===== src/ftu_pkg.sv =====
// constants, types and lookup tables for the fsk transmit, ring and keytone status block
//
// Behaviour
// - level code selects 0 to -14 dB attenuation
// - low tone two dB below high tone
// - ring field selects square, trapezoid or sine
// - trapezoid ring crest factor is 1.35
// - ring pin low when ring not selected
// - sync framing: eight bits, lsb first, 1200bps
// - async framing: start, eight bits, stop bit
// - missing byte sets the underflow status flag
// - sync underflow resends the held byte
// - setup bit 5 enables the tone decoder
// - disabled decoder clears its status and code
// - status change sets bit 5, masked interrupt
// - change on detect and loss; bit 4 level
// - digit reported as fixed 4-bit code table
// - status read clears 2,3,5; data write clears 6,7
// - irq low when any unmasked status bit set, released by a status read until the next event
package ftu_pkg;

  // -----------------------------------------------------------------
  // register indices (byte address is four times the index)
  // -----------------------------------------------------------------
  localparam logic [3:0] IDX_DEVICE_ID = 4'h0;
  localparam logic [3:0] IDX_RESET = 4'h1;
  localparam logic [3:0] IDX_SETUP = 4'h3;
  localparam logic [3:0] IDX_MODE = 4'h4;
  localparam logic [3:0] IDX_TX_DATA = 4'h5;
  localparam logic [3:0] IDX_TX_TONES = 4'h6;
  localparam logic [3:0] IDX_LINK_CTRL = 4'h8;
  localparam logic [3:0] IDX_INT_MASK = 4'h9;
  localparam logic [3:0] IDX_STATUS = 4'ha;
  localparam logic [3:0] IDX_DIGIT = 4'hb;
  localparam logic [3:0] IDX_CODEC_CTRL = 4'hc;

  // device identity byte; the value is arbitrary
  localparam logic [7:0] DEVICE_ID_VALUE = 8'h5a;
  localparam logic [7:0] REG_RESET_VALUE = 8'h00;
  localparam logic [7:0] INT_MASK_WRITABLE = 8'hfc;

  // -----------------------------------------------------------------
  // field positions
  // -----------------------------------------------------------------
  localparam int SETUP_TX_EN_BIT = 6;
  localparam int SETUP_DEC_EN_BIT = 5;
  localparam int SETUP_RING_LSB = 2;
  localparam int SETUP_ASYNC_BIT = 1;
  localparam int MODE_LEVEL_LSB = 2;
  localparam int ST_RX_ABORT = 2;
  localparam int ST_TX_ABORT = 3;
  localparam int ST_DETECT = 4;
  localparam int ST_CHANGE = 5;
  localparam int ST_TX_READY = 6;
  localparam int ST_UNDERFLOW = 7;

  // -----------------------------------------------------------------
  // timing
  // -----------------------------------------------------------------
  localparam int CLK_HZ = 40_000_000;
  localparam int BIT_RATE_BPS = 1200;
  localparam int BIT_CYCLES = CLK_HZ / BIT_RATE_BPS;
  localparam int RING_HZ = 25;
  localparam int RING_PHASES = 256;
  localparam int RING_STEP_CYCLES = CLK_HZ / (RING_HZ * RING_PHASES);
  localparam logic [3:0] SYNC_LAST_BIT = 4'h7;
  localparam logic [3:0] ASYNC_LAST_BIT = 4'h9;

  // -----------------------------------------------------------------
  // levels in dB of loss: two dB per level step, tones below full scale
  // -----------------------------------------------------------------
  localparam logic [4:0] HIGH_TONE_LOSS_DB = 5'h03;
  localparam logic [4:0] LOW_TONE_LOSS_DB = 5'h05;

  // -----------------------------------------------------------------
  // ring waveform shaping
  // -----------------------------------------------------------------
  localparam logic [1:0] RING_SQUARE = 2'h0;
  localparam logic [1:0] RING_TRAPEZOID = 2'h1;
  localparam logic [1:0] RING_SINE = 2'h2;
  localparam logic [7:0] RING_MID = 8'h80;
  localparam logic [7:0] RING_TOP = 8'hff;
  localparam logic [7:0] RING_BOTTOM = 8'h00;
  localparam logic [6:0] RING_SWING = 7'h7f;
  // ramp of 43 of 64 quarter steps gives crest factor 1.35
  localparam logic [7:0] TRAP_SLOPE = 8'hbd;
  localparam logic [15:0][5:0] SINE_QUARTER = {6'h3f, 6'h3e, 6'h3d, 6'h3b, 6'h39, 6'h36, 6'h33, 6'h2f,
                                               6'h2a, 6'h26, 6'h20, 6'h1b, 6'h15, 6'h0f, 6'h09, 6'h03};

  // keytone code by {low group index, high group index}
  localparam logic [15:0][3:0] KEY_CODE_LUT = {4'h0, 4'hc, 4'ha, 4'hb, 4'hf, 4'h9, 4'h8, 4'h7,
                                               4'he, 4'h6, 4'h5, 4'h4, 4'hd, 4'h3, 4'h2, 4'h1};

  // -----------------------------------------------------------------
  // types
  // -----------------------------------------------------------------
  typedef enum logic [1:0] {
    TX_IDLE = 2'b00,
    TX_SEND = 2'b01
  } ftu_tx_state_t;

  typedef struct packed {
    logic present;     // a tone pair is recognised
    logic [1:0] low;   // low group: 697, 770, 852, 941 Hz
    logic [1:0] high;  // high group: 1209, 1336, 1477, 1633 Hz
  } ftu_keytone_t;

  typedef struct packed {
    logic [4:0] single_loss;  // single tone and fsk loss in dB
    logic [4:0] high_loss;    // high group tone loss in dB
    logic [4:0] low_loss;     // low group tone loss in dB
  } ftu_levels_t;

  typedef struct packed {
    logic [7:0] setup;
    logic [7:0] mode;
    logic [7:0] tones;
    logic [7:0] link;
    logic [7:0] codec;
  } ftu_ctrl_t;

endpackage : ftu_pkg


===== src/ftu_ring_gen.sv =====
// ring waveform generator: square, trapezoid and sine samples
`timescale 1ns/1ps
module ftu_ring_gen
  import ftu_pkg::*;
#(
  parameter int STEP_CYCLES = RING_STEP_CYCLES
) (
  input wire logic clk_i,               // system clock
  input wire logic rst_i,               // synchronous reset
  input wire logic active_i,            // ring selected for output
  input wire logic [1:0] wave_i,        // waveform select
  output logic [7:0] sample_o           // ring sample, 0 is low supply
);

  logic [15:0] div_reg;
  logic [15:0] div_next;
  logic [7:0] phase_reg;
  logic [7:0] phase_next;
  logic [7:0] sample_reg;
  logic [7:0] sample_next;
  logic [5:0] quarter;
  logic [13:0] ramp_prod;
  logic [6:0] trap_amp;
  logic [6:0] sine_amp;
  logic [6:0] amp;
  logic negative;

  // phase divider
  assign div_next = (div_reg == 16'(STEP_CYCLES - 1)) ? 16'h0000 : div_reg + 16'h0001;
  assign phase_next = (div_reg == 16'(STEP_CYCLES - 1)) ? phase_reg + 8'h01 : phase_reg;

  // quarter wave position, mirrored in the falling quarters
  assign quarter = phase_reg[6] ? ~phase_reg[5:0] : phase_reg[5:0];
  assign negative = phase_reg[7];
  assign ramp_prod = {8'h00, quarter} * {6'h00, TRAP_SLOPE};
  assign trap_amp = (ramp_prod[13:6] > {1'b0, RING_SWING}) ? RING_SWING : ramp_prod[12:6];
  assign sine_amp = {1'b0, SINE_QUARTER[quarter[5:2]]}; // half swing sine
  assign amp = (wave_i == RING_SINE) ? sine_amp : trap_amp;

  // sample selection; anything not selected sits at the low rail
  assign sample_next = !active_i ? RING_BOTTOM :
                       (wave_i == RING_SQUARE) ? (negative ? RING_BOTTOM : RING_TOP) :
                       (wave_i == RING_TRAPEZOID || wave_i == RING_SINE) ?
                       (negative ? RING_MID - {1'b0, amp} : RING_MID + {1'b0, amp}) :
                       RING_BOTTOM;

  // divider and phase registers
  always_ff @(posedge clk_i) begin
    if (rst_i || !active_i) begin
      div_reg <= 16'h0000;
      phase_reg <= 8'h00;
    end else begin
      div_reg <= div_next;
      phase_reg <= phase_next;
    end
  end

  // output sample register
  always_ff @(posedge clk_i) begin
    if (rst_i) begin
      sample_reg <= RING_BOTTOM;
    end else begin
      sample_reg <= sample_next;
    end
  end

  assign sample_o = sample_reg;

endmodule : ftu_ring_gen


===== src/ftu_top.sv =====
// fsk transmit serialiser, level and ring control, keytone status and wishbone registers
`timescale 1ns/1ps
module ftu_top
  import ftu_pkg::*;
#(
  parameter int BIT_CYCLES_P = BIT_CYCLES,
  parameter int RING_STEP_P = RING_STEP_CYCLES
) (
  input wire logic clk_i,                 // system clock, 40 MHz
  input wire logic rst_i,                 // synchronous reset, active high
  input wire logic cyc_i,                 // wishbone cycle
  input wire logic stb_i,                 // wishbone strobe
  input wire logic we_i,                  // wishbone write enable
  input wire logic [7:0] adr_i,           // wishbone byte address
  input wire logic [3:0] sel_i,           // wishbone byte selects
  input wire logic [31:0] dat_i,          // wishbone write data
  output logic [31:0] dat_o,              // wishbone read data
  output logic ack_o,                     // wishbone acknowledge
  input wire ftu_keytone_t keytone_i,     // tone decoder result
  input wire logic ring_active_i,         // ring routed to its pin
  input wire logic rx_abort_i,            // link receive abort pulse
  input wire logic tx_abort_i,            // link transmit abort pulse
  output logic fsk_bit_o,                 // serial bit to fsk encoder
  output logic fsk_busy_o,                // serialiser sending a character
  output ftu_levels_t levels_o,           // output level losses
  output logic [7:0] ring_sample_o,       // ring waveform sample
  output ftu_ctrl_t ctrl_o,               // stored configuration
  output logic irq_request_n_o            // interrupt request, active low
);

  // -----------------------------------------------------------------
  // bus decode
  // -----------------------------------------------------------------
  logic ack_reg;
  logic [31:0] rdata_reg;
  logic [31:0] rdata_next;
  logic req;
  logic wr;
  logic rd;
  logic [3:0] idx;
  logic mapped;
  logic soft_reset;
  logic clr_all;
  logic wr_setup;
  logic wr_mode;
  logic wr_tx;
  logic wr_tones;
  logic wr_link;
  logic wr_mask;
  logic wr_codec;
  logic rd_status;

  // a request is taken on the first edge of the strobe, ack follows
  assign req = cyc_i && stb_i && !ack_reg;
  assign idx = adr_i[5:2];
  assign mapped = (adr_i[7:6] == 2'b00) && (adr_i[1:0] == 2'b00);
  assign wr = req && we_i && sel_i[0] && mapped;
  assign rd = req && !we_i && mapped;
  assign soft_reset = req && mapped && (idx == IDX_RESET);
  assign clr_all = rst_i || soft_reset;
  assign wr_setup = wr && (idx == IDX_SETUP);
  assign wr_mode = wr && (idx == IDX_MODE);
  assign wr_tx = wr && (idx == IDX_TX_DATA);
  assign wr_tones = wr && (idx == IDX_TX_TONES);
  assign wr_link = wr && (idx == IDX_LINK_CTRL);
  assign wr_mask = wr && (idx == IDX_INT_MASK);
  assign wr_codec = wr && (idx == IDX_CODEC_CTRL);
  assign rd_status = rd && (idx == IDX_STATUS);

  // -----------------------------------------------------------------
  // configuration registers
  // -----------------------------------------------------------------
  logic [7:0] setup_reg;
  logic [7:0] mode_reg;
  logic [7:0] tones_reg;
  logic [7:0] link_reg;
  logic [7:0] mask_reg;
  logic [7:0] codec_reg;
  logic [7:0] hold_reg;
  logic hold_full_reg;
  logic hold_full_next;
  logic tx_en;
  logic async_mode;
  logic dec_en;

  assign tx_en = setup_reg[SETUP_TX_EN_BIT];
  assign async_mode = setup_reg[SETUP_ASYNC_BIT];
  assign dec_en = setup_reg[SETUP_DEC_EN_BIT];

  // software written registers, all cleared by the reset register
  always_ff @(posedge clk_i) begin
    if (clr_all) begin
      setup_reg <= REG_RESET_VALUE;
      mode_reg <= REG_RESET_VALUE;
      tones_reg <= REG_RESET_VALUE;
      link_reg <= REG_RESET_VALUE;
      mask_reg <= REG_RESET_VALUE;
      codec_reg <= REG_RESET_VALUE;
      hold_reg <= REG_RESET_VALUE;
    end else begin
      if (wr_setup) setup_reg <= dat_i[7:0];
      if (wr_mode) mode_reg <= dat_i[7:0];
      if (wr_tones) tones_reg <= dat_i[7:0];
      if (wr_link) link_reg <= dat_i[7:0];
      if (wr_mask) mask_reg <= dat_i[7:0] & INT_MASK_WRITABLE;
      if (wr_codec) codec_reg <= dat_i[7:0];
      if (wr_tx) hold_reg <= dat_i[7:0];
    end
  end

  assign ctrl_o = '{setup: setup_reg, mode: mode_reg, tones: tones_reg, link: link_reg, codec: codec_reg};

  // -----------------------------------------------------------------
  // level control
  // -----------------------------------------------------------------
  logic [4:0] step_loss;
  logic [2:0] level_code;

  assign level_code = mode_reg[MODE_LEVEL_LSB +: 3];
  assign step_loss = {1'b0, level_code, 1'b0};
  assign levels_o = '{single_loss: step_loss,
                      high_loss: step_loss + HIGH_TONE_LOSS_DB,
                      low_loss: step_loss + LOW_TONE_LOSS_DB};

  // -----------------------------------------------------------------
  // ring generator
  // -----------------------------------------------------------------
  ftu_ring_gen #(
    .STEP_CYCLES(RING_STEP_P)
  ) u_ring (
    .clk_i(clk_i),
    .rst_i(clr_all),
    .active_i(ring_active_i),
    .wave_i(setup_reg[SETUP_RING_LSB +: 2]),
    .sample_o(ring_sample_o)
  );

  // -----------------------------------------------------------------
  // serialiser
  // -----------------------------------------------------------------
  ftu_tx_state_t state_reg;
  ftu_tx_state_t state_next;
  logic [15:0] cnt_reg;
  logic [15:0] cnt_next;
  logic [3:0] bit_idx_reg;
  logic [3:0] bit_idx_next;
  logic [9:0] shift_reg;
  logic [9:0] shift_next;
  logic bit_out_reg;
  logic bit_end;
  logic char_end;
  logic load;
  logic resend;
  logic uflow_set;
  logic ready_set;
  logic [9:0] frame_hold;
  logic [3:0] last_bit;

  assign bit_end = (cnt_reg == 16'(BIT_CYCLES_P - 1));
  assign last_bit = async_mode ? ASYNC_LAST_BIT : SYNC_LAST_BIT;
  assign char_end = (state_reg == TX_SEND) && bit_end && (bit_idx_reg == last_bit);
  // async frame: space start, data lsb first, mark stop
  assign frame_hold = async_mode ? {1'b1, hold_reg, 1'b0} : {2'b11, hold_reg};
  // a fresh byte is taken from idle or at the end of a character
  assign load = tx_en && hold_full_reg && ((state_reg == TX_IDLE) || char_end);
  // in sync framing a missing byte means the held one goes again
  assign resend = tx_en && char_end && !hold_full_reg && !async_mode;
  assign uflow_set = tx_en && char_end && !hold_full_reg;
  assign ready_set = load || (tx_en && (state_reg == TX_IDLE) && !hold_full_reg);
  assign hold_full_next = wr_tx ? 1'b1 : (load ? 1'b0 : hold_full_reg);

  // next state of the serialiser
  always_comb begin
    state_next = state_reg;
    cnt_next = cnt_reg;
    bit_idx_next = bit_idx_reg;
    shift_next = shift_reg;
    case (state_reg)
      TX_IDLE: begin
        if (load) begin
          state_next = TX_SEND;
          cnt_next = 16'h0000;
          bit_idx_next = 4'h0;
          shift_next = frame_hold;
        end
      end
      TX_SEND: begin
        cnt_next = bit_end ? 16'h0000 : cnt_reg + 16'h0001;
        if (!tx_en) begin
          state_next = TX_IDLE;
        end else if (load || resend) begin
          bit_idx_next = 4'h0;
          shift_next = frame_hold;
        end else if (char_end) begin
          state_next = TX_IDLE;
        end else if (bit_end) begin
          bit_idx_next = bit_idx_reg + 4'h1;
          shift_next = {1'b1, shift_reg[9:1]};
        end
      end
      default: begin
        state_next = TX_IDLE;
      end
    endcase
  end

  // serialiser registers; idle line is mark
  always_ff @(posedge clk_i) begin
    if (clr_all) begin
      state_reg <= TX_IDLE;
      cnt_reg <= 16'h0000;
      bit_idx_reg <= 4'h0;
      shift_reg <= 10'h3ff;
      bit_out_reg <= 1'b1;
      hold_full_reg <= 1'b0;
    end else begin
      state_reg <= state_next;
      cnt_reg <= cnt_next;
      bit_idx_reg <= bit_idx_next;
      shift_reg <= shift_next;
      bit_out_reg <= (state_next == TX_SEND) ? shift_next[0] : 1'b1;
      hold_full_reg <= hold_full_next;
    end
  end

  assign fsk_bit_o = bit_out_reg;
  assign fsk_busy_o = (state_reg == TX_SEND);

  // -----------------------------------------------------------------
  // keytone decoder status
  // -----------------------------------------------------------------
  logic present;
  logic present_reg;
  logic tone_change;
  logic [3:0] digit_reg;

  assign present = dec_en && keytone_i.present;
  assign tone_change = dec_en && (present != present_reg);

  // detect level and latched digit code
  always_ff @(posedge clk_i) begin
    if (clr_all || !dec_en) begin
      present_reg <= 1'b0;
      digit_reg <= 4'h0;
    end else begin
      present_reg <= present;
      if (present && !present_reg) digit_reg <= KEY_CODE_LUT[{keytone_i.low, keytone_i.high}];
    end
  end

  // -----------------------------------------------------------------
  // status flags: set wins over clear
  // -----------------------------------------------------------------
  logic [7:0] stat_reg;
  logic [7:0] stat_set;
  logic [7:0] stat_clr;
  logic [7:0] status_view;

  assign stat_set = {uflow_set, ready_set, tone_change, 1'b0, tx_abort_i, rx_abort_i, 2'b00};
  // read of status clears 2, 3, 5; a data write clears 6, 7
  assign stat_clr = {wr_tx, wr_tx, rd_status || !dec_en, 1'b0, rd_status, rd_status, 2'b00};

  // one flag per sticky status bit
  genvar i;
  generate
    for (i = ST_RX_ABORT; i <= ST_UNDERFLOW; i++) begin : g_flag
      if (i == ST_DETECT) begin : g_level
        assign stat_reg[i] = present_reg;
      end else begin : g_sticky
        logic flag_reg;
        always_ff @(posedge clk_i) begin
          if (clr_all) begin
            flag_reg <= 1'b0;
          end else begin
            flag_reg <= (stat_set[i] && (i != ST_CHANGE || dec_en)) || (flag_reg && !stat_clr[i]);
          end
        end
        assign stat_reg[i] = flag_reg;
      end
    end
  endgenerate
  assign stat_reg[1:0] = 2'b00;
  assign status_view = stat_reg;

  // -----------------------------------------------------------------
  // interrupt request
  // -----------------------------------------------------------------
  logic irq_armed_reg;
  logic irq_n_reg;
  logic new_event;
  logic irq_armed_next;

  // a status read releases the line until a fresh event arrives
  assign new_event = (|stat_set) || (present && !present_reg);
  assign irq_armed_next = new_event ? 1'b1 : (rd_status ? 1'b0 : irq_armed_reg);

  // armed flag and output driver
  always_ff @(posedge clk_i) begin
    if (clr_all) begin
      irq_armed_reg <= 1'b0;
      irq_n_reg <= 1'b1;
    end else begin
      irq_armed_reg <= irq_armed_next;
      irq_n_reg <= !(irq_armed_next && |(status_view & mask_reg));
    end
  end

  assign irq_request_n_o = irq_n_reg;

  // -----------------------------------------------------------------
  // read data and acknowledge
  // -----------------------------------------------------------------
  assign rdata_next = !mapped ? 32'h0000_0000 :
                      (idx == IDX_DEVICE_ID) ? {24'h00_0000, DEVICE_ID_VALUE} :
                      (idx == IDX_STATUS) ? {24'h00_0000, status_view} :
                      (idx == IDX_DIGIT) ? {28'h000_0000, digit_reg} :
                      32'h0000_0000;

  // ack one cycle after the request, dropped the cycle after
  always_ff @(posedge clk_i) begin
    if (rst_i) begin
      ack_reg <= 1'b0;
      rdata_reg <= 32'h0000_0000;
    end else begin
      ack_reg <= req;
      if (req && !we_i) rdata_reg <= rdata_next;
    end
  end

  assign ack_o = ack_reg;
  assign dat_o = rdata_reg;

endmodule : ftu_top


===== config.mk =====
export PLATFORM = sky130hd
export DESIGN_NAME = ftu_top
export DESIGN_NICKNAME = d
export VERILOG_FILES = /design/src/ftu_pkg.sv /design/src/ftu_ring_gen.sv /design/src/ftu_top.sv
export SDC_FILE = /design/constraint.sdc
export NUM_CORES = 1
export LEC_CHECK = 0
export BUFFER_PORTS_ARGS = -buffer_cell sky130_fd_sc_hd__buf_2
export CORE_ASPECT_RATIO = 0.9
export CORE_MARGIN = 4
export CORE_UTILIZATION = 56
export DETAILED_ROUTE_END_ITERATION = 12
export GPL_ROUTABILITY_DRIVEN = 0
export PLACE_DENSITY = 0.81
export SYNTH_ARGS = -nofsm -noshare
export SYNTH_HDL_FRONTEND = slang
export SYNTH_SLANG_ARGS = --single-unit

===== constraint.sdc =====
create_clock -name clk_i -period 6.8 [get_ports clk_i]
set_input_delay 1.02 -clock clk_i [delete_from_list [all_inputs] [get_ports clk_i]]
set_output_delay 1.02 -clock clk_i [all_outputs]
set_load 0.005 [all_outputs]

==> run summary, run 1 <==
FLOORPLANNING
------------------------------------------------------------------------------------
Initial core utilization                                                       57.9%
Area of the core                                                           13600 um2
I/O pin count                                                                    156
Chip Width                                                                    133 um
Standard-cell rows                                                                40
Die area                                                                   16000 um2
Die H                                                                         120 um

YOSYS
------------------------------------------------------------------------------------
Share of synthesized area occupied by flip-flops and latches                   36.0%
Proportion of synthesized flip-flops having asynchronous set or reset             0%
Number of flops mapped to enable cells by yosys                                    0
Netlist Area Pre-Place                                                      7850 um2
Post-synthesis cell type count                                                    71
Main flop type after synthesis                                               dfxtp_1
Yosys warning count                                                                0
Top cell type by total area after synthesis                                  dfxtp_1
Most area-consuming cells after synthesis                               dfxtp_1, mux2i_1, ha_1, nor2_1, xor2_1
Post-synth top cells                                                    dfxtp_1, nor2_1, nand2_1
Post-Syn Area per Cell                                                      8.62 um2
Synth Register Bits                                                              141
Instance count of the mapped netlist                                             911
Post-synth top area share                                                      36.0%

ROUTE
------------------------------------------------------------------------------------
Antenna violation net count after detailed routing                                 0
Routed len/inst                                                              14.6 um
Detailed-router iteration count before antenna repair                              5
# DRC                                                                              0
Drt initial violations                                                           371
Final WL                                                                     17.5 mm
Avg Vias per Cell                                                               5.39
Via Count                                                                       6462

CLOCKING
------------------------------------------------------------------------------------
TritonCTS clock tree                                                           built
Resize count post-CTS                                                              0
Max Root-Sink Buffers                                                              2
# clock sinks                                                                    141
Clock transition at the registers of the reported paths                        60 ps
Number of H-tree branching levels                                                  4
Cell at the root of the clock tree                                         clkbuf_16
Hold-fix buffer count after cts                                                    0
Number of buffers inserted by post-CTS setup repair                                0
Number of buffers inserted during clock tree synthesis                            17
Clock Latency Late Sink                                                       420 ps

GLOBAL ROUTE
------------------------------------------------------------------------------------
Via count of the first global-routing pass                                      5957
Total routing usage reported by global routing                                 21.4%
Maximum number of pins on one net before global-route repair                      55
Wire length of the first global-routing pass                                 28.3 mm
Total grt overflow                                                                 0
Number of antenna violations at the first check in global routing                  0

WORST SETUP PATH
------------------------------------------------------------------------------------
Worst setup EP type                                                         register
Critical path startpoint category                                           register
Cell class contributing the biggest share of worst-path delay            adder cells
Required time at the endpoint of the critical path                           7110 ps
Worst path max stage delay                                                    690 ps
Critical path data arrival time                                              5980 ps
Slowest cell on the critical path                                            dfxtp_1
Startpoint-to-endpoint class of the critical path                       register to register
Cells along the critical path                                           ha_1 -> buf_4 -> inv_1 -> fa_1 -> inv_1 -> fa_1 -> fa_1 -> inv_1 -> ha_1 -> a21oi_1 -> nand2_1 -> o31ai_1 -> xnor2_1 -> o32ai_2 -> o2111ai_1 -> or4_1 -> a21oi_1
Critical Path Stages                                                              17
Worst Path Buf+Inv                                                                 4
Logic depth of the worst register-to-register path                                17
Register-to-register setup slack                                             1140 ps
Critical Path Fanout Max                                                          16

STATUS
------------------------------------------------------------------------------------
Outcome                                                                    completed

STA
------------------------------------------------------------------------------------
Minimum clock period                                                         5660 ps
Achievable clock frequency                                                   177 MHz
Clk_skew                                                                     10.5 ps
Number of endpoints failing setup at the final stage                               0
RSZ-0062 raised after global routing                                              no
Final hold viol count                                                              0
Pin slew with the least headroom to its limit                                 899 ps
Part of the cycle the worst path needs                                         83.3%
Relative slew slack                                                            39.6%
Fin Setup TNS                                                                   0 ps
Final slew viol count                                                              0

LAYOUT
------------------------------------------------------------------------------------
Area used by sequential logic in the layout                                 2820 um2
Share of cells above drive strength 1                                          15.6%
Fill count                                                                      1093
Final core utilization                                                         66.2%
Layout net count                                                                1109
Area occupied by multi-input gates                                          4520 um2
ANT cells                                                                          0
Post-synthesis to final-layout area growth                                     14.3%

POWER
------------------------------------------------------------------------------------
Part of the total power dissipated in sequential elements                      44.2%
Internal portion of total power                                              1.49 mW
Worst supply voltage drop on vdd                                            0.213 mV
Switching part of the total power                                              21.2%
Fraction of power consumed by combinational cells                               3.1%
Net switching component of the power                                        0.400 mW
Clk pwr share                                                                  52.7%
Leakage                                                                      4.14 nW
Power density of the placed cells                                         210 nW/um2

HOLD PATH
------------------------------------------------------------------------------------
Cell depth of the worst min-delay path                                             2
Class of the most critical hold timing path                             register to register

FLOW RUN
------------------------------------------------------------------------------------
Max capacitance violation total                                                    0

PLACEMENT
------------------------------------------------------------------------------------
Estimated wirelength of the detail-placed design                             12.9 mm
Total of buffers placed on input and output ports                                100

## cells by family (layout without fill, tap and decap cells)
| family | count (synthesis) | after routing | share of synthesized area, % |
|---|---|---|---|
| xor+xnor | 50 | 50 | 5.67 |
| fa+ha+maj | 58 | 58 | 10.3 |
| buf+inv | 125 | 196 | 7.76 |
| simple gates | 346 | 346 | 21.2 |
| other cells | 2 | 29 | 0.0957 |
| flops | 141 | 141 | 36.0 |
| compound gates | 126 | 126 | 10.9 |
| mux | 63 | 63 | 8.10 |
## worst reg2reg max path: stages, from the launching register on
cell and delay [ps]:
dfxtp_1 690, ha_1 210, buf_4 220, inv_1 160, fa_1 630, inv_1 80, fa_1 480, fa_1 560
inv_1 50, ha_1 360, a21oi_1 220, nand2_1 100, o31ai_1 320, xnor2_1 130, o32ai_2 420, o2111ai_1 270
or4_1 450, a21oi_1 240
## routing by layer
| layer | wire [um] | GRT usage (%) | vias to the layer above |
|---|---|---|---|
| li1 | - | - | 3230 |
| met1 | 8030 | 28.7 | 3027 |
| met2 | 8210 | 34.9 | 187 |
| met3 | 1080 | 5.37 | 18 |
| met4 | 170 | 5.13 | 0 |
| met5 | 0 | 0 | - |
## placed cells by master, fill, tap and decap left out, types with 5 or more instances in the layout
cell and n:
nor3_1 11, xnor2_1 17, xor2_1 32, a31oi_1 7, nor2_1 141, and2_1 5
nand2b_1 5, buf_2 100, nand3_1 36, ha_1 44, inv_1 60, conb_1 29
o21ai_0 20, dfxtp_1 141, fa_1 12, and3_1 14, nor2b_1 8, mux2i_1 59
a211oi_1 5, or3_1 8, a22oi_1 9, nand4_1 10, o211ai_1 9, clkbuf_16 17
nand2_1 74, a21oi_1 42
## worst paths after layout
check / from / end
setup / recovery: u_ring.phase_reg[6] / u_ring.sample_o[7]
hold / removal: link_reg[3] / link_reg[3]
setup reg to reg: u_ring.phase_reg[6] / u_ring.sample_o[7]
hold reg to reg: link_reg[3] / link_reg[3]
## power groups by stage
stage / Sequential [mW] / Combinational [mW] / Clock, mW
final: 0.834 / 0.0582 / 0.996
after global routing: 0.834 / 0.0642 / 1.04
after CTS: 0.834 / 0.0576 / 1.01
after detailed placement: 0.852 / 0.0575 / 0
after global placement: 0.852 / 0.0564 / 0
after floorplan: 0.852 / 0.0414 / 0
## stage by stage
step	hold WS, ps	std cells	instance area [um2]	power (mW)	worst slack, ps
2_1_floorplan	417	938	7950	0.893	1980
3_3_place_gp	429	1166	8340	0.909	1300
3_5_place_dp	445	1166	8340	0.910	1180
4_1_cts	453	1198	8980	1.90	1150
5_1_grt	483	1198	8980	1.94	840
6_report	464	1198	8980	1.89	1140
## final cells by class
type                    instances  area share, %
multi-input cells             672           50.4
flip-flops and latches        141           31.4
repair buffers                104           5.91
clock buffers                  21           5.13
well taps                     189           2.63
inverters                      60           2.51
clock inverters                11           2.01
No activity file was read; power rests on OpenSTA's default activity.
==> run 2, diff against run 1 <==
--- a/config.mk
+++ b/config.mk
@@ -5,13 +5,14 @@
 export SDC_FILE = /design/constraint.sdc
 export NUM_CORES = 1
 export LEC_CHECK = 0
+export ABC_AREA = 1
 export BUFFER_PORTS_ARGS = -buffer_cell sky130_fd_sc_hd__buf_2
 export CORE_ASPECT_RATIO = 0.9
 export CORE_MARGIN = 4
-export CORE_UTILIZATION = 56
+export CORE_UTILIZATION = 51
 export DETAILED_ROUTE_END_ITERATION = 12
 export GPL_ROUTABILITY_DRIVEN = 0
-export PLACE_DENSITY = 0.81
+export PLACE_DENSITY = 0.77
 export SYNTH_ARGS = -nofsm -noshare
 export SYNTH_HDL_FRONTEND = slang
 export SYNTH_SLANG_ARGS = --single-unit
==> constraint.sdc (replaced) <==
create_clock -name clk_i -period 4.7 [get_ports clk_i]
set_input_delay 0.705 -clock clk_i [delete_from_list [all_inputs] [get_ports clk_i]]
set_output_delay 0.705 -clock clk_i [all_outputs]
set_load 0.005 [all_outputs]
==> run 2 against run 1 <==
Cell area increased by 4.4%. Global-route usage shrank 0.64 points. Final cell count grew 20%. Synthesized cell count up 23%.
==> run summary, run 2 <==
STATUS
------------------------------------------------------------------------------------
Outcome                                                                    completed   unchanged

ROUTE
------------------------------------------------------------------------------------
Drt initial violations                                                           443   was 371
# DRC                                                                              0   unchanged
Detailed-router iteration count before antenna repair                              5   unchanged
Via Count                                                                       7447   was 6462
Antenna violation net count after detailed routing                                 0   unchanged
Avg Vias per Cell                                                               5.19   was 5.39
Final WL                                                                     18.8 mm   was 17.5 mm
Routed len/inst                                                              13.1 um   was 14.6 um

STA
------------------------------------------------------------------------------------
Final hold viol count                                                              0   unchanged
Clk_skew                                                                     16.7 ps   was 10.5 ps
Achievable clock frequency                                                   225 MHz   was 177 MHz
Pin slew with the least headroom to its limit                                 919 ps   was 899 ps
Final slew viol count                                                              0   unchanged
Min Hold Slack                                                                445 ps   was 464 ps
Fin Setup TNS                                                                   0 ps   unchanged
Relative slew slack                                                            38.4%   was 39.6%
Number of endpoints failing setup at the final stage                               0   unchanged
Part of the cycle the worst path needs                                         94.5%   was 83.3%
Minimum clock period                                                         4440 ps   was 5660 ps

YOSYS
------------------------------------------------------------------------------------
Main flop type after synthesis                                               dfxtp_1   unchanged
Post-Syn Area per Cell                                                      7.31 um2   was 8.62 um2
Number of flops mapped to enable cells by yosys                                    0   unchanged
Share of synthesized area occupied by flip-flops and latches                   34.4%   was 36.0%
Yosys warning count                                                                0   unchanged
Instance count of the mapped netlist                                            1123   was 911
Top cell type by total area after synthesis                                  dfxtp_1   unchanged
Proportion of synthesized flip-flops having asynchronous set or reset             0%   unchanged
Post-synth top area share                                                      34.4%   was 36.0%
Post-synthesis cell type count                                                    58   was 71
Cell with the most instances after synthesis                                 nand2_1
Most area-consuming cells after synthesis                               dfxtp_1, nand2_1, inv_1, a21oi_1, ha_1   was dfxtp_1, mux2i_1, ha_1, nor2_1, xor2_1
Post-synth top cells                                                    nand2_1, inv_1, dfxtp_1   was dfxtp_1, nor2_1, nand2_1
Synth Register Bits                                                              141   unchanged
Netlist Area Pre-Place                                                      8210 um2   was 7850 um2

LAYOUT
------------------------------------------------------------------------------------
Layout net count                                                                1334   was 1109
Share of cells above drive strength 1                                          16.4%   was 15.6%
Fill count                                                                      1430   was 1093
Post-synthesis to final-layout area growth                                     14.1%   was 14.3%
Area occupied by multi-input gates                                          4470 um2   was 4520 um2
ANT cells                                                                          0   unchanged
Commonest cells after routing, fill and taps aside                      nand2_1, inv_1, dfxtp_1   was nor2_1, dfxtp_1, buf_2
Most common library cell in the layout ignoring fill and taps                nand2_1
Area used by sequential logic in the layout                                 2820 um2   about the same

WORST SETUP PATH
------------------------------------------------------------------------------------
Critical Path Fanout Max                                                           5   was 16
Critical path startpoint category                                           register   unchanged
Worst setup EP type                                                         register   unchanged
Worst Path Buf+Inv                                                                 4   unchanged
Cell class contributing the biggest share of worst-path delay            adder cells   unchanged
Worst path max stage delay                                                    560 ps   was 690 ps
Cells along the critical path                                           ha_4 -> inv_1 -> fa_1 -> inv_1 -> fa_1 -> fa_1 -> inv_1 -> ha_1 -> nand2_1 -> inv_1 -> nor2_2 -> nand2_1 -> nand2_1 -> nand4_1 -> nand2_4 -> nand2_1 -> nand2_2 -> ha_2 -> nand3_1 -> nand2_1 -> nand2_1 -> nand2_1 -> nand3_1 -> a21oi_1   was ha_1 -> buf_4 -> inv_1 -> fa_1 -> inv_1 -> fa_1 -> fa_1 -> inv_1 -> ha_1 -> a21oi_1 -> nand2_1 -> o31ai_1 -> xnor2_1 -> o32ai_2 -> o2111ai_1 -> or4_1 -> a21oi_1
Slowest cell on the critical path                                               fa_1   was dfxtp_1
Crit-path most repeated cell                                                 nand2_1
Critical path data arrival time                                              4790 ps   was 5980 ps
Required time at the endpoint of the critical path                           5050 ps   was 7110 ps
Startpoint-to-endpoint class of the critical path                       register to register   unchanged

CLOCKING
------------------------------------------------------------------------------------
Clock transition at the registers of the reported paths                        60 ps   about the same
Number of H-tree branching levels                                                  4   unchanged
TritonCTS clock tree                                                           built   unchanged
Cell at the root of the clock tree                                         clkbuf_16   unchanged
# clock sinks                                                                    141   unchanged
Number of buffers inserted during clock tree synthesis                            17   unchanged
Clock Latency Late Sink                                                       430 ps   was 420 ps
Max Root-Sink Buffers                                                              2   unchanged

POWER
------------------------------------------------------------------------------------
Leakage                                                                      4.19 nW   was 4.14 nW
Fraction of power consumed by combinational cells                               3.5%   was 3.1%
Part of the total power dissipated in sequential elements                      46.2%   was 44.2%
Switching part of the total power                                              22.8%   was 21.2%
Worst supply voltage drop on vdd                                            0.296 mV   was 0.213 mV
Clk pwr share                                                                  50.3%   was 52.7%
Internal portion of total power                                              2.02 mW   was 1.49 mW
Net switching component of the power                                        0.597 mW   was 0.400 mW
Power density of the placed cells                                         279 nW/um2   was 210 nW/um2

FLOORPLANNING
------------------------------------------------------------------------------------
Die area                                                                   18200 um2   was 16000 um2
I/O pin count                                                                    156   unchanged
Die H                                                                         128 um   was 120 um
Area of the core                                                           15600 um2   was 13600 um2
Chip Width                                                                    142 um   was 133 um
Standard-cell rows                                                                43   was 40
Initial core utilization                                                       52.6%   was 57.9%

GLOBAL ROUTE
------------------------------------------------------------------------------------
Maximum number of pins on one net before global-route repair                      47   was 55
Via count of the first global-routing pass                                      6825   was 5957
Total routing usage reported by global routing                                 20.8%   was 21.4%
Wire length of the first global-routing pass                                 31.4 mm   was 28.3 mm
Number of antenna violations at the first check in global routing                  0   unchanged
Total grt overflow                                                                 0   unchanged

PLACEMENT
------------------------------------------------------------------------------------
Estimated wirelength of the detail-placed design                             13.9 mm   was 12.9 mm
Total of buffers placed on input and output ports                                100   unchanged

HOLD PATH
------------------------------------------------------------------------------------
Class of the most critical hold timing path                             register to register   unchanged

FLOW RUN
------------------------------------------------------------------------------------
Max capacitance violation total                                                    0   unchanged

run 2: cell count changes after synthesis, sizes merged, moves of 21 or more:
cell	change
a21oi	+81
inv	+112
mux2i	-59
nand2	+133
nand3	+21
nor2	-59
o21ai	+76
xor2	-21
run 2: cell families (layout without fill, tap and decap cells):
| family | count (synthesis) | in the layout | share of synthesized area [%] |
|---|---|---|---|
| AND/OR/NAND/NOR | 416 | 417 | 23.7 |
| buffers and inverters | 235 | 318 | 13.1 |
| AO/OA/AOI/OAI | 255 | 255 | 17.1 |
| flip-flops | 141 | 141 | 34.4 |
| XOR/XNOR | 18 | 18 | 2.01 |
| other | 2 | 29 | 0.0914 |
| adder cells (fa/ha/maj) | 56 | 56 | 9.63 |
run 2: final cells by class:
| type | instances | share of cell area, % |
|---|---|---|
| clock buffer | 20 | 4.66 |
| inverter | 175 | 7.12 |
| timing repair buffer | 111 | 6.22 |
| tap | 202 | 2.70 |
| clock inverter | 12 | 1.47 |
| sequential | 141 | 30.1 |
| multi-input combinational | 775 | 47.7 |
run 2: worst register-to-register path, cell delays in order (launching register included):
cell and delay (ps):
dfxtp_1 360, ha_4 300, inv_1 70, fa_1 560
inv_1 70, fa_1 480, fa_1 550, inv_1 40
ha_1 330, nand2_1 80, inv_1 50, nor2_2 120
nand2_1 70, nand2_1 100, nand4_1 180, nand2_4 140
nand2_1 70, nand2_2 90, ha_2 190, nand3_1 100
nand2_1 110, nand2_1 50, nand2_1 60, nand3_1 60
a21oi_1 140
run 2: power groups by stage:
stage / registers [mW] / logic, mW / clock network, mW
floorplan: 1.23 / 0.0677 / 0
global placement: 1.23 / 0.0880 / 0
detailed placement: 1.23 / 0.0892 / 0
CTS: 1.21 / 0.0896 / 1.34
global route: 1.21 / 0.103 / 1.39
finish: 1.21 / 0.0911 / 1.32
run 2: per-layer routing:
metal	share of wire, %	track usage (%)	vias to the layer above
li1	-	-	3827
met4	1.1	6.43	0
met5	0	0	-
met2	44	32.0	217
met3	6.6	4.91	19
met1	48	29.1	3384
run 2: metrics by stage:
| stage | instance area [um2] | utilization (%) | setup WS [ps] | total power, mW | std cells |
|---|---|---|---|---|---|
| final | 9370 | 60.1 | 258 | 2.61 | 1436 |
| after global routing | 9370 | 60.1 | -31.6 | 2.70 | 1436 |
| after CTS | 9300 | 59.6 | 154 | 2.63 | 1432 |
| after detailed placement | 8720 | 55.9 | 164 | 1.32 | 1400 |
| after global placement | 8720 | 55.9 | 207 | 1.32 | 1400 |
| after floorplan | 8310 | - | 262 | 1.30 | 1150 |
run 2: worst paths after layout:
path	endpoint	slack (ps)	cells past startpoint	startpoint
setup / recovery	u_ring.sample_o[6]	260	24	u_ring.phase_reg[5]
hold / removal	mode_reg[1]	450	2	mode_reg[1]
setup reg to reg	u_ring.sample_o[6]	260	24	u_ring.phase_reg[5]
hold reg to reg	mode_reg[1]	450	2	mode_reg[1]
run 2: repair_timing:
action | in CTS | in global routing
gates resized for setup | 0 | 9
endpoints found under the setup margin | 0 | 3
buffers inserted | 0 | 3
hold buffers | 0 | 0
==> run 3, diff against run 2 <==
--- a/config.mk
+++ b/config.mk
@@ -9,10 +9,11 @@
 export BUFFER_PORTS_ARGS = -buffer_cell sky130_fd_sc_hd__buf_2
 export CORE_ASPECT_RATIO = 0.9
 export CORE_MARGIN = 4
-export CORE_UTILIZATION = 51
+export CORE_UTILIZATION = 60
 export DETAILED_ROUTE_END_ITERATION = 12
-export GPL_ROUTABILITY_DRIVEN = 0
-export PLACE_DENSITY = 0.77
+export GPL_ROUTABILITY_DRIVEN = 1
+export HOLD_SLACK_MARGIN = 0.12
+export PLACE_DENSITY = 0.85
 export SYNTH_ARGS = -nofsm -noshare
 export SYNTH_HDL_FRONTEND = slang
 export SYNTH_SLANG_ARGS = --single-unit
==> constraint.sdc (replaced) <==
create_clock -name clk_i -period 5.2 [get_ports clk_i]
set_input_delay 0.78 -clock clk_i [delete_from_list [all_inputs] [get_ports clk_i]]
set_output_delay 0.78 -clock clk_i [all_outputs]
set_load 0.005 [all_outputs]
==> run 3 against run 2 <==
Register-to-register slack better by 320 ps. Core utilization rose by 9.1 points. Critical path type unchanged. Clock skew shrank 8.8 ps. Final cell count decreased by 3.1%. Global-route usage grew 3.4 points. Largest power group unchanged. Die area down 14%. Via count rose by 0.99%.
==> run summary, run 3 (synthesis gave the netlist of run 2 again) <==
GLOBAL ROUTE
--------------------------------------------------------------------------------
Total routing usage reported by global routing                             24.2%   was 20.8%
Global routing usage on met2                                               37.4%   was 32.0%
Global-route track usage on met1                                           32.3%   was 29.1%
Via count of the first global-routing pass                                  6859   was 6825
Total grt overflow                                                             0   unchanged
Number of antenna violations at the first check in global routing              0   unchanged
Wire length of the first global-routing pass                             31.7 mm   was 31.4 mm
Grt peak-use layer                                                          met2   unchanged
Global routing usage on met3                                               7.05%   was 4.91%
Maximum number of pins on one net before global-route repair                  72   was 47

STA
--------------------------------------------------------------------------------
Worst path setup slack after routing                                      577 ps   was 258 ps
Relative slew slack                                                        42.7%   was 38.4%
Pin slew with the least headroom to its limit                             854 ps   was 919 ps
Min Hold Slack                                                            439 ps   was 445 ps
Fin Setup TNS                                                               0 ps   unchanged
RSZ-0062 raised after global routing                                          no
Part of the cycle the worst path needs                                     88.9%   was 94.5%
Minimum clock period                                                     4620 ps   was 4440 ps
Number of endpoints failing setup at the final stage                           0   unchanged
Achievable clock frequency                                               216 MHz   was 225 MHz
Final slew viol count                                                          0   unchanged
Clk_skew                                                                 7.95 ps   was 16.7 ps
Final hold viol count                                                          0   unchanged

POWER
--------------------------------------------------------------------------------
Part of the total power dissipated in sequential elements                  44.9%   was 46.2%
Switching part of the total power                                          22.9%   was 22.8%
Power density of the placed cells                                     263 nW/um2   was 279 nW/um2
Leakage                                                                  4.15 nW   was 4.19 nW
Net switching component of the power                                    0.557 mW   was 0.597 mW
Worst supply voltage drop on vdd                                        0.232 mV   was 0.296 mV
Fraction of power consumed by combinational cells                           3.3%   was 3.5%
Internal portion of total power                                          1.88 mW   was 2.02 mW
Clk pwr share                                                              51.8%   was 50.3%

PLACEMENT
--------------------------------------------------------------------------------
Pre-CTS setup slack                                                       418 ps   was 164 ps
Total cell area at the placement stage                                  8640 um2   was 8720 um2
Estimated wirelength of the detail-placed design                         13.8 mm   was 13.9 mm
Final weighted congestion of routability-driven global placement           0.874
Total of buffers placed on input and output ports                            100   unchanged

HOLD PATH
--------------------------------------------------------------------------------
Class of the most critical hold timing path                         register to register   unchanged
Cell depth of the worst min-delay path                                         2   unchanged
Hold wc startpoint                                                  shift_reg[9]   was mode_reg[1]
Hold Crit Endpoint                                                  shift_reg[9]   was mode_reg[1]

ROUTE
--------------------------------------------------------------------------------
Detailed-router iteration count before antenna repair                          5   unchanged
Antenna violation net count after detailed routing                             0   unchanged
Final WL                                                                 18.7 mm   was 18.8 mm
Via Count                                                                   7521   was 7447
Routed len/inst                                                          13.5 um   was 13.1 um
Drt initial violations                                                       595   was 443
Avg Vias per Cell                                                           5.40   was 5.19
# DRC                                                                          0   unchanged

WORST SETUP PATH
--------------------------------------------------------------------------------
Worst path max stage delay                                                550 ps   was 560 ps
Cell class contributing the biggest share of worst-path delay        adder cells   unchanged
Critical path data arrival time                                          4960 ps   was 4790 ps
Critical path startpoint category                                       register   unchanged
Worst setup EP type                                                     register   unchanged
Required time at the endpoint of the critical path                       5540 ps   was 5050 ps
Critical Path Fanout Max                                                       9   was 5
Startpoint-to-endpoint class of the critical path                   register to register   unchanged
Worst reg2reg path startpoint                                       u_ring.phase_reg[6]   was u_ring.phase_reg[5]
Worst Path Buf+Inv                                                             3   was 4
Logic depth of the worst register-to-register path                            23   was 24
Slowest cell on the critical path                                           fa_1   unchanged
Endpoint of the lowest-slack register-to-register path              u_ring.sample_o[6]   unchanged
Register-to-register setup slack                                          580 ps   was 260 ps
Cells along the critical path                                       ha_1 -> inv_1 -> fa_1 -> fa_1 -> inv_1 -> fa_1 -> inv_1 -> ha_1 -> nand2_1 -> nor2_1 -> nand3_1 -> nand3_1 -> nand2_2 -> nand2_4 -> nand2_1 -> nand2_2 -> ha_1 -> nand3_1 -> nand2_1 -> nand2_1 -> nand2_1 -> nand3_1 -> a21oi_1   was ha_4 -> inv_1 -> fa_1 -> inv_1 -> fa_1 -> fa_1 -> inv_1 -> ha_1 -> nand2_1 -> inv_1 -> nor2_2 -> nand2_1 -> nand2_1 -> nand4_1 -> nand2_4 -> nand2_1 -> nand2_2 -> ha_2 -> nand3_1 -> nand2_1 -> nand2_1 -> nand2_1 -> nand3_1 -> a21oi_1
Crit-path most repeated cell                                             nand2_1   unchanged

CLOCKING
--------------------------------------------------------------------------------
Hold-fix buffer count after cts                                                0   unchanged
Number of H-tree branching levels                                              4   unchanged
Clock transition at the registers of the reported paths                    60 ps   about the same
Cell at the root of the clock tree                                     clkbuf_16   unchanged
Max Root-Sink Buffers                                                          2   unchanged
# clock sinks                                                                141   unchanged
TritonCTS clock tree                                                       built   unchanged
Number of buffers inserted during clock tree synthesis                        17   unchanged
Number of buffers inserted by post-CTS setup repair                            0   unchanged
Clock Latency Late Sink                                                   420 ps   was 430 ps

FLOORPLANNING
--------------------------------------------------------------------------------
Area of the core                                                       13400 um2   was 15600 um2
Standard-cell rows                                                            40   was 43
Die H                                                                     119 um   was 128 um
I/O pin count                                                                156   unchanged
Chip Width                                                                131 um   was 142 um
Initial core utilization                                                   61.5%   was 52.6%
Die area                                                               15600 um2   was 18200 um2

LAYOUT
--------------------------------------------------------------------------------
Post-route design area                                                  9250 um2   was 9370 um2
Layout net count                                                            1324   was 1334
ANT cells                                                                      0   unchanged
Fill count                                                                  1107   was 1430
Most common library cell in the layout ignoring fill and taps            nand2_1   unchanged
Post-synthesis to final-layout area growth                                 12.6%   was 14.1%
Share of cells above drive strength 1                                      15.2%   was 16.4%
Commonest cells after routing, fill and taps aside                  nand2_1, inv_1, dfxtp_1   unchanged

FLOW RUN
--------------------------------------------------------------------------------
Max capacitance violation total                                                0   unchanged

STATUS
--------------------------------------------------------------------------------
Outcome                                                                completed   unchanged

-- run 3: cell count changes in the layout (fill, tap and decap cells not counted), sizes merged --
cell / delta
buf: -9
bufinv: +1
clkbuf: -2
clkinv: -4
clkinvlp: +2
inv: +3
nand2: -1
-- run 3: area by class of cell --
class | instances | area, um2 | area share, %
tap | 168 | 210 | 2.27
clock inverter | 14 | 181 | 1.96
clock buffer | 18 | 429 | 4.64
sequential | 141 | 2820 | 30.5
timing repair buffer | 102 | 515 | 5.57
inverter | 175 | 667 | 7.21
multi-input combinational | 774 | 4420 | 47.8
-- run 3: metal layers --
metal | part of all wire (%) | vias up
met5 | 0 | -
met4 | 2.2 | 0
met3 | 7.3 | 32
met2 | 44 | 266
met1 | 47 | 3415
li1 | - | 3808
-- run 3: worst max path at each step --
stage,from,cells after the start,end
after global routing,u_ring.phase_reg[6],23,u_ring.sample_o[6]
after global placement,u_ring.phase_reg[6],24,u_ring.sample_o[6]
after detailed placement,u_ring.phase_reg[6],23,u_ring.sample_o[6]
after floorplan,u_ring.phase_reg[5],25,u_ring.sample_o[6]
final,u_ring.phase_reg[6],23,u_ring.sample_o[6]
after CTS,u_ring.phase_reg[6],23,u_ring.sample_o[6]
-- run 3: through the flow --
stage               instances  power (mW)  utilization [%]
floorplan                1150        1.18                -
global placement         1360        1.19             64.6
detailed placement       1360        1.20             64.6
CTS                      1392        2.45             69.2
global route             1392        2.51             69.2
finish                   1392        2.43             69.2
-- run 3: timing repair --
item / in CTS / in global routing
hold endpoints to repair: 0 / 0
gates resized for setup: 0 / 1
setup endpoints to repair: 0 / 1
-- run 3: power by group through the flow --
| stage | combinational, mW | sequential, mW | clock (mW) |
|---|---|---|---|
| after floorplan | 0.0612 | 1.11 | 0 |
| after global placement | 0.0781 | 1.12 | 0 |
| after detailed placement | 0.0792 | 1.12 | 0 |
| after CTS | 0.0798 | 1.09 | 1.28 |
| after global routing | 0.0915 | 1.09 | 1.32 |
| final | 0.0810 | 1.09 | 1.26 |
-- run 3: tightest hold or removal path: stages, from the launching register on --
cell	delay (ps)
dfxtp_1	320
nor2_1	50
nand2_1	40
